==> src/verilog/can_csr_pkg.sv <==
// Constants, types and field layout of the CAN control/status block.
package can_csr_pkg;

   // ---------------------------------------------------------------
   // Address map
   // ---------------------------------------------------------------
   localparam logic [15:0] CSR_ADDR  = 16'hef00;
   localparam logic [7:0]  WIN_PAGE  = 8'hef;

   // ---------------------------------------------------------------
   // Field positions
   // ---------------------------------------------------------------
   localparam int INIT_BIT = 0;
   localparam int IE_BIT   = 1;
   localparam int SIE_BIT  = 2;
   localparam int EIE_BIT  = 3;
   localparam int CCE_BIT  = 6;
   localparam int TST_BIT  = 7;
   localparam int LEC_LSB  = 8;
   localparam int TX_SUCCESS_FLAG_BIT = 11;
   localparam int RX_SUCCESS_FLAG_BIT = 12;
   localparam int ERROR_WARNING_FLAG_BIT = 14;
   localparam int BUS_OFF_FLAG_BIT = 15;

   // ---------------------------------------------------------------
   // Values
   // ---------------------------------------------------------------
   localparam logic [7:0] CTRL_RST      = 8'h01;
   localparam logic [2:0] LEC_NONE      = 3'h0;
   localparam logic [2:0] LEC_BIT0      = 3'h5;
   localparam logic [2:0] LEC_PROBE     = 3'h7;
   localparam logic [3:0] RECESSIVE_RUN = 4'hb;
   localparam logic [1:0] BE_LOW        = 2'h1;
   localparam logic [1:0] BE_HIGH       = 2'h2;

   // ---------------------------------------------------------------
   // Types
   // ---------------------------------------------------------------
   typedef struct packed {
      logic        wr;
      logic        rd;
      logic [1:0]  be;
      logic [15:0] addr;
      logic [15:0] wdata;
   } cpu_req_t;

   typedef struct packed {
      logic       tx_ok;
      logic       rx_ok;
      logic       err_valid;
      logic [2:0] err_code;
      logic       bus_off;
      logic       err_warn;
      logic       bit_tick;
   } core_evt_t;

   typedef enum logic [1:0] {REC_HOLD, REC_WAIT, REC_RUN} rec_state_t;

endpackage

==> src/verilog/can_control_status_init.sv <==
// CAN control/status register with init, recovery and interrupt gating.
`timescale 1ns/1ps
module can_control_status_init (
   input  wire logic                  sys_clk_i,
   input  wire logic                  rst_i,
   input  wire can_csr_pkg::cpu_req_t cpu_req_i,
   input  wire can_csr_pkg::core_evt_t core_evt_i,
   input  wire logic                  can_rxd_i,
   output logic [15:0]                cpu_rdata_o,
   output logic                       cpu_ack_o,
   output logic                       bus_join_o,
   output logic                       timing_wr_unlock_o,
   output logic                       test_mode_o,
   output logic                       irq_o
);

   // ---------------------------------------------------------------
   // Decoding
   // ---------------------------------------------------------------
   function automatic logic in_window(input logic [15:0] a);
      in_window = (a[15:8] == can_csr_pkg::WIN_PAGE);
   endfunction

   function automatic logic is_csr(input logic [15:0] a);
      is_csr = (a[15:1] == can_csr_pkg::CSR_ADDR[15:1]);
   endfunction

   // ---------------------------------------------------------------
   // Receive pin synchroniser
   // ---------------------------------------------------------------
   logic [2:0] rx_sync_r;
   logic [2:0] rx_sync_nxt;
   logic       rx_level_r;
   logic       rx_level_nxt;

   always_comb
   begin
      rx_sync_nxt  = {rx_sync_r[1:0], can_rxd_i};
      rx_level_nxt = rx_level_r;
      if (rx_sync_r[1] == rx_sync_r[2])
      begin
         rx_level_nxt = rx_sync_r[2];
      end
   end

   always_ff @(posedge sys_clk_i)
   begin
      if (rst_i)
      begin
         rx_sync_r  <= 3'h7;
         rx_level_r <= 1'b1;
      end
      else
      begin
         rx_sync_r  <= rx_sync_nxt;
         rx_level_r <= rx_level_nxt;
      end
   end

   // ---------------------------------------------------------------
   // Register fields
   // ---------------------------------------------------------------
   logic       init_r, ie_r, sie_r, eie_r, cce_r, tst_r;
   logic       init_nxt, ie_nxt, sie_nxt, eie_nxt, cce_nxt, tst_nxt;
   logic [2:0] lec_r, lec_nxt;
   logic       tx_success_flag_r, rx_success_flag_r, bus_off_flag_r, error_warning_flag_r;
   logic       tx_success_flag_nxt, rx_success_flag_nxt, bus_off_flag_nxt, error_warning_flag_nxt;
   logic       irq_nxt;
   logic [15:0] rdata_nxt;
   logic       ack_nxt;
   logic       hit;
   logic       run_done;
   can_csr_pkg::rec_state_t rec_state_r, rec_state_nxt;
   logic [3:0] rec_cnt_r, rec_cnt_nxt;
   logic       join_nxt;

   assign hit = cpu_req_i.wr && is_csr(cpu_req_i.addr);

   // ---------------------------------------------------------------
   // Recovery sequencer
   // ---------------------------------------------------------------
   always_comb
   begin
      rec_state_nxt = rec_state_r;
      rec_cnt_nxt   = rec_cnt_r;
      run_done      = 1'b0;
      unique case (rec_state_r)
         can_csr_pkg::REC_HOLD:
         begin
            rec_cnt_nxt = '0;
            if (!init_r)
            begin
               rec_state_nxt = can_csr_pkg::REC_WAIT;
            end
         end
         can_csr_pkg::REC_WAIT:
         begin
            if (init_r)
            begin
               rec_state_nxt = can_csr_pkg::REC_HOLD;
            end
            else if (core_evt_i.bit_tick)
            begin
               if (!rx_level_r)
               begin
                  rec_cnt_nxt = '0;
               end
               else if (rec_cnt_r == can_csr_pkg::RECESSIVE_RUN - 4'h1)
               begin
                  run_done      = 1'b1;
                  rec_cnt_nxt   = '0;
                  rec_state_nxt = can_csr_pkg::REC_RUN;
               end
               else
               begin
                  rec_cnt_nxt = rec_cnt_r + 4'h1;
               end
            end
         end
         can_csr_pkg::REC_RUN:
         begin
            if (init_r)
            begin
               rec_state_nxt = can_csr_pkg::REC_HOLD;
            end
         end
      endcase
      // Join drops one clock after init is set, even with a frame under way.
      join_nxt = (rec_state_nxt == can_csr_pkg::REC_RUN);
   end

   // ---------------------------------------------------------------
   // Register update and interrupt
   // ---------------------------------------------------------------
   always_comb
   begin
      init_nxt = init_r;
      ie_nxt   = ie_r;
      sie_nxt  = sie_r;
      eie_nxt  = eie_r;
      cce_nxt  = cce_r;
      tst_nxt  = tst_r;
      lec_nxt  = lec_r;
      tx_success_flag_nxt = tx_success_flag_r;
      rx_success_flag_nxt = rx_success_flag_r;
      if (hit && cpu_req_i.be[0])
      begin
         init_nxt = cpu_req_i.wdata[can_csr_pkg::INIT_BIT];
         ie_nxt   = cpu_req_i.wdata[can_csr_pkg::IE_BIT];
         sie_nxt  = cpu_req_i.wdata[can_csr_pkg::SIE_BIT];
         eie_nxt  = cpu_req_i.wdata[can_csr_pkg::EIE_BIT];
         cce_nxt  = cpu_req_i.wdata[can_csr_pkg::CCE_BIT];
         tst_nxt  = cpu_req_i.wdata[can_csr_pkg::TST_BIT];
      end
      if (hit && cpu_req_i.be[1])
      begin
         tx_success_flag_nxt = tx_success_flag_r & cpu_req_i.wdata[can_csr_pkg::TX_SUCCESS_FLAG_BIT];
         rx_success_flag_nxt = rx_success_flag_r & cpu_req_i.wdata[can_csr_pkg::RX_SUCCESS_FLAG_BIT];
         if (cpu_req_i.wdata[can_csr_pkg::LEC_LSB +: 3] ==
             can_csr_pkg::LEC_PROBE)
         begin
            lec_nxt = can_csr_pkg::LEC_PROBE;
         end
      end
      // Hardware events come last so that a set beats a host clear.
      if (core_evt_i.tx_ok)
      begin
         tx_success_flag_nxt = 1'b1;
         lec_nxt  = can_csr_pkg::LEC_NONE;
      end
      if (core_evt_i.rx_ok)
      begin
         rx_success_flag_nxt = 1'b1;
         lec_nxt  = can_csr_pkg::LEC_NONE;
      end
      if (core_evt_i.err_valid)
      begin
         lec_nxt = core_evt_i.err_code;
      end
      if (run_done && bus_off_flag_r)
      begin
         lec_nxt = can_csr_pkg::LEC_BIT0;
      end
      bus_off_flag_nxt = core_evt_i.bus_off;
      error_warning_flag_nxt = core_evt_i.err_warn;
      if (core_evt_i.bus_off && !bus_off_flag_r)
      begin
         init_nxt = 1'b1;
      end
      irq_nxt = ie_r &&
                ((sie_r && (core_evt_i.tx_ok || core_evt_i.rx_ok ||
                            core_evt_i.err_valid)) ||
                 (eie_r && ((core_evt_i.bus_off != bus_off_flag_r) ||
                            (core_evt_i.err_warn != error_warning_flag_r))));
      ack_nxt   = (cpu_req_i.rd || cpu_req_i.wr) && in_window(cpu_req_i.addr);
      rdata_nxt = '0;
      if (cpu_req_i.rd && is_csr(cpu_req_i.addr))
      begin
         rdata_nxt = {bus_off_flag_r, error_warning_flag_r, 1'b0, rx_success_flag_r, tx_success_flag_r, lec_r,
                      tst_r, cce_r, 2'b00, eie_r, sie_r, ie_r, init_r};
      end
   end

   always_ff @(posedge sys_clk_i)
   begin
      if (rst_i)
      begin
         {tst_r, cce_r, eie_r, sie_r, ie_r, init_r} <= '0;
         init_r      <= can_csr_pkg::CTRL_RST[can_csr_pkg::INIT_BIT];
         lec_r       <= can_csr_pkg::LEC_NONE;
         tx_success_flag_r      <= 1'b0;
         rx_success_flag_r      <= 1'b0;
         bus_off_flag_r      <= 1'b0;
         error_warning_flag_r      <= 1'b0;
         irq_o       <= 1'b0;
         cpu_ack_o   <= 1'b0;
         cpu_rdata_o <= '0;
         rec_state_r <= can_csr_pkg::REC_HOLD;
         rec_cnt_r   <= '0;
         bus_join_o  <= 1'b0;
      end
      else
      begin
         init_r      <= init_nxt;
         ie_r        <= ie_nxt;
         sie_r       <= sie_nxt;
         eie_r       <= eie_nxt;
         cce_r       <= cce_nxt;
         tst_r       <= tst_nxt;
         lec_r       <= lec_nxt;
         tx_success_flag_r      <= tx_success_flag_nxt;
         rx_success_flag_r      <= rx_success_flag_nxt;
         bus_off_flag_r      <= bus_off_flag_nxt;
         error_warning_flag_r      <= error_warning_flag_nxt;
         irq_o       <= irq_nxt;
         cpu_ack_o   <= ack_nxt;
         cpu_rdata_o <= rdata_nxt;
         rec_state_r <= rec_state_nxt;
         rec_cnt_r   <= rec_cnt_nxt;
         bus_join_o  <= join_nxt;
      end
   end

   assign timing_wr_unlock_o = cce_r;
   assign test_mode_o        = tst_r;
endmodule

==> config.mk <==
export PLATFORM = sky130hd
export DESIGN_NAME = can_control_status_init
export DESIGN_NICKNAME = d
export VERILOG_FILES = /design/src/verilog/can_csr_pkg.sv /design/src/verilog/can_control_status_init.sv
export SDC_FILE = /design/constraint.sdc
export NUM_CORES = 1
export LEC_CHECK = 0
export ABC_CLOCK_PERIOD_IN_PS = 2600
export BUFFER_PORTS_ARGS = -buffer_cell sky130_fd_sc_hd__buf_2
export CAP_MARGIN = 20
export CORE_MARGIN = 8
export CORE_UTILIZATION = 40
export CTS_BUF_LIST = sky130_fd_sc_hd__clkbuf_8
export CTS_CLUSTER_SIZE = 20
export DETAILED_ROUTE_END_ITERATION = 10
export HOLD_SLACK_MARGIN = 0.05
export PLACE_DENSITY = 0.73
export SYNTH_ARGS = -nofsm -noshare
export SYNTH_HDL_FRONTEND = slang
export SYNTH_SLANG_ARGS = --single-unit
export TNS_END_PERCENT = 1
==> constraint.sdc <==
create_clock -name sys_clk_i -period 2.6 [get_ports sys_clk_i]
set_input_delay 0.52 -clock sys_clk_i [delete_from_list [all_inputs] [get_ports sys_clk_i]]
set_output_delay 0.52 -clock sys_clk_i [all_outputs]
set_load 0.01 [all_outputs]
======== Word level (Yosys, flattened, before mapping) ========
Index checks and enable logic that the tools add are counted.
storage, ports and cells
  bits in registers ....................... 42
  bits of input ports ..................... 48
  word-level logic and storage cells ...... 94
cells by class
  add/subtract/negate cells ............... 1
  eq/ne operators ......................... 12
  muxes and demuxes ....................... 27
  bitwise gates (word level) .............. 3
  reduce and logical (&&, ||, !) cells .... 30
operators by type and width
  kind                    number
  $mux W3                 6
  $mux W4                 4
  $eq A15 B15 Y1 const B  1
  $mux W2                 6
  $logic_and A1 B1 Y1     10
  $reduce_bool A5 Y1      2
  $mux W1                 9
  $eq A8 B8 Y1 const B    1
  $pmux W4 S2             1
  $reduce_bool A4 Y1      2
  $pmux W2 S3             1
  $reduce_bool A2 Y1      3
  $reduce_or A2 Y1        3
  $logic_or A1 B1 Y1      5
  $add A4 B1 Y4 const B   1
  $eq A2 B2 Y1 const B    2
  $eq A4 B4 Y1 const B    1
  $ne A2 B2 Y1 const B    2
  $reduce_and A2 Y1       2
  $eq A3 B3 Y1 const B    1
  $reduce_and A3 Y1       1
  $and A1 B1 Y1           2
  $eq A2 B1 Y1 const B    1
  $logic_not A2 Y1        1
  4 further kinds         5

======== Longest topological paths before layout ========
  depth after elaboration ................. 9
  depth in mapped cells ................... 6
  depth with buffers taken out ............ 6

======== Worst setup path after synthesis ========
OpenSTA, ideal clock, no wires.
  kind .................................... input -> register
  start point ............................. in cpu_req_i[19] in the netlist's numbering
  end point ............................... reg init_r
  setup time .............................. 0.072 ns
  arrival ................................. 1.640 ns
  path slack .............................. 0.888 ns
  stages .................................. 4
  path through ............................ nor4_2 nor4b_4 and2_4 mux2i_1
on the way
  cells in the longest elaborated chain, start to end .. 3
ends and longest elaborated chain
  element               line                            text
  from (decl)           can_control_status_init.sv:6    input wire can_csr_pkg::cpu_req_t cpu_req_i,
  $eq A15 B15 Y1        can_control_status_init.sv:25   is_csr = (a[15:1] == can_csr_pkg::CSR_ADDR[15:1]);
  $logic_and A1 B1 Y1   can_control_status_init.sv:77   assign hit = cpu_req_i.wr && is_csr(cpu_req_i.addr);
  $logic_and A1 B1 Y1   can_control_status_init.sv:146  if (hit && cpu_req_i.be[0])
  to (signal assigned)  can_control_status_init.sv:209  init_r <= can_csr_pkg::CTRL_RST[can_csr_pkg::INIT_BIT];
  to (signal assigned)  can_control_status_init.sv:224  init_r <= init_nxt;
  to (decl)             can_control_status_init.sv:63   logic init_r, ie_r, sie_r, eie_r, cce_r, tst_r;
Every way passes these cells.
A chain may end at the register's enable or synchronous reset.

======== Worst setup path after layout ========
Same ends and word-level chain as after synthesis.

==> metrics.md <==
| Metric | Value |
|---|---|
| Clock skew | 0.00427 ns |
| Post-DP HPWL | 2650 um |
| Post-cts gate resize count | 0 |
| Via density per instance | 4.83 |
| Hold path startpoint | can_rxd_i |
| Largest cells by area after synthesis | dfxtp_1 48%, and2_1 5.0%, ha_1 4.6% |
| Post-Synth Simple-Gate Area | 0.285 |
| Worst Hold End | rx_sync_r[0] |
| Routed via count | 1328 |
| Multi-input logic area | 787 um^2 |
| R2R depth | 6 |
| Worst path cell trace | buf_2, nor4_2, nor4b_4, and2_4, mux2i_1 |
| Relative slew slack | 0.617 |
| Critical path type | input pin to flip-flop |
| Global routing usage on met3 | 0.0394 |
| Crit share post-route | 0.651 |
| Post-synthesis adder-cell area fraction | 0.0525 |
| ANT nets after route | 0 |
| Routability cong. | 0.753 |
| Seq/Total Area, Yosys | 0.482 |
| Synth top area share | 0.482 |
| Storage element area | 781 um^2 |
| Register bit total from synthesis | 39 |
| CTS tree | done |
| Total power draw | around 1.1 mW |
| First-pass DRT Iterations | 4 |
| Met2 usage | 0.183 |
| Synth top cells by count | 39 x dfxtp_1, 13 x and2_1, 9 x nor3_1 |
| Largest delay share family, worst path | simple AND/OR/NAND/NOR gates |
| Core Rows | 23 |
| Max frequency | 591 MHz |
| Worst hold slack | 0.416 ns |
| Hold-fix buffers, CTS | 0 |
| Layout net count | 279 |
| CTS H-tree depth | 2 |
| Buf+Inv Stages, Crit Path | 1 |
| Share of cells above drive strength 1 | 0.342 |
| Peak supply drop | 0.236 mV |
| DRT iter0 DRCs | 80 |
| IO Pins | 69 |
| LEAKAGE | between 0.8 and 0.9 nW |
| Initial Util | 0.411 |
| IO buf count | a little under 60 |
| Clock root cell | clkbuf_8 |
| Yosys Warn Count | 0 |
| Post-Synthesis Cells | around 160 |
| Worst Path Max Fanout | 9 |
| Largest net degree at the start of global routing | 29 |
| Startpoint types | input pin |
| Top cell type by total area after synthesis | dfxtp_1 |
| CP max stage delay | approximately 0.53 ns |
| Avg WL per Cell | 12.1 um |
| P&R area growth vs syn | 25.6% |
| Final setup viols | 0 |
| Crit. End Element | flip-flop |
| Clk sinks | 39 |
| Cts bufs inserted | 5 |
| Post-Synth XOR/XNOR Area | 0.0216 |
| Fill cells | 372 |
| Slowest library cell on the worst path | nor4b_4 |
| Ys async rst share | 0 |
| Mapped cell area | between 1500 and 2000 um^2 |
| Main combinational cell family by area after synthesis | simple AND/OR/NAND/NOR gates |
| Count leader, synth | dfxtp_1 |
| Synth Area in Compound Gates | 0.114 |
| First-pass GRT wire length | roughly 5600 um |
| CTS Buffer Depth | 2 |
| Final Max Slew Viols | 0 |
| Clock slew at reported path FFs | 0.07 ns |
| Die H | 79.6 um |
| Die Wd | 79.6 um |
| Syn avg cell area | 9.88 um^2 |
| Crit path DAT | 1.91 ns |
| Clk Latency, worst-skew pair | a little under 0.3 ns |
| EDFF count, synth | 0 |
| Core Area | 3940 um^2 |
| Mux contribution to synthesized area | 0.00618 |
| Grt ovf | 0 |
| Reg2Reg Setup Slack | 0.92 ns |
| Worst Setup SP | cpu_req_i[19] |
| Met1 usage in global routing | 0.121 |
| Vias in the first global route | 1369 |
| Tot GR Track Use | 0.112 |
| Transition time at the pin with the least slew margin | 0.569 ns |
| Tmin final | 1.69 ns |
| Reg-to-reg startpoint | rec_cnt_r[0] |
| Outcome | finished clean |
| PwrDens | ~530 nW/um^2 |
| Ys flop type | dfxtp_1 |
| Distinct cell type count after synthesis | 41 |
| Worst min path class | input pin to flip-flop |
| Initial antenna violation count | 0 |
| Drt total wl | 3340 um |
| Setup bufs post-CTS | 0 |
| Antenna Cells | 0 |
| Area of the die | 6340 um^2 |
| Worst path depth | 5 |
| RSZ-0062 raised after global routing | no |
| Worst Hold Depth | 2 |
| Worst EP required | 2.82 ns |
| Worst r2r dst | lec_r[2] |
| Max-cap check violation count | 0 |
| Grt peak-use layer | met2 |
| Hold Violations, Final | 0 |
| Final setup TNS | 0 ns |
| DRC Markers | 0 |
==> flip-flops by register name (all words and copies together) (netlist names) <==
name and cells:
timing_wr_unlock_o 1, bus_join_o 1, rx_level_r 1, rec_cnt_r 4
test_mode_o 1, bus_off_flag_r 1, rx_success_flag_r 1, error_warning_flag_r 1
eie_r 1, rx_sync_r 3, tx_success_flag_r 1, cpu_ack_o 1
rec_state_r 2, init_r 1, lec_r 3, irq_o 1
cpu_rdata_o 13, ie_r 1, sie_r 1
==> cells in the final DEF (no fill, tap or decap), types with 2 or more instances in the layout <==
master / synthesis / final
or2_2: 3 / 3
ha_1: 6 / 6
nand3b_1: 3 / 3
buf_2: 0 / 59
nor4_2: 2 / 2
nor3_1: 9 / 9
o21ai_0: 6 / 6
nand2_1: 5 / 5
nand2b_1: 6 / 6
and2_1: 13 / 13
dfxtp_1: 39 / 39
nand3_1: 3 / 3
clkbuf_8: 0 / 6
inv_1: 6 / 6
a211oi_1: 8 / 8
conb_1: 1 / 3
xnor2_1: 4 / 4
nor2b_1: 3 / 3
nand4b_1: 6 / 6
nor2_1: 8 / 8
a21oi_1: 6 / 6
==> metal layers <==
metal	part of all wire	up-vias
met5	0	-
met4	0.026	0
met3	0.060	8
met2	0.46	42
met1	0.45	586
li1	-	692
==> cell type report <==
| class | instances | share of cell area |
|---|---|---|
| Clock inverter | 1 | 0.00246 |
| Timing Repair Buffer | 59 | 0.145 |
| Multi-Input combinational cell | 114 | 0.387 |
| Sequential cell | 39 | 0.384 |
| Tap cell | 50 | 0.0307 |
| Clock buffer | 6 | 0.0406 |
| Inverter | 6 | 0.0111 |
==> how the worst max path moves through the flow <==
| stage | end | slack, ns |
|---|---|---|
| CTS | lec_r[2] | 0.89 |
| finish | init_r | 0.91 |
| floorplan | init_r | 0.89 |
| global route | lec_r[0] | 0.75 |
| detailed placement | init_r | 0.60 |
| global placement | init_r | 0.60 |
==> cells by family (layout without fill, tap and decap cells) <==
kind of cell	count (synthesis)	count (layout)
DFF	39	39
buffers and inverters	13	72
xor gates and xnor gates	4	4
adders and majority gates	7	7
and+or+nand+nor	71	71
muxes	1	1
AOI/OAI and AO/OA	28	28
other	1	3
==> where the power goes <==
| part | internal, mW | total [mW] | switching (mW) | leakage, nW |
|---|---|---|---|---|
| logic | 0.0361 | 0.0673 | 0.0312 | 0.518 |
| registers | 0.605 | 0.609 | 0.00377 | 0.316 |
| clock network | 0.208 | 0.398 | 0.190 | 0.0470 |
==> through the flow <==
stage               cells  setup slack [ns]  utilization  area, um^2
floorplan             166             0.888            -        1630
global placement      268             0.603        0.494        1950
detailed placement    268             0.602        0.494        1950
CTS                   275             0.886        0.516        2040
global route          275             0.751        0.516        2040
finish                275             0.907        0.516        2040
Power figures use the tool's default switching activity.
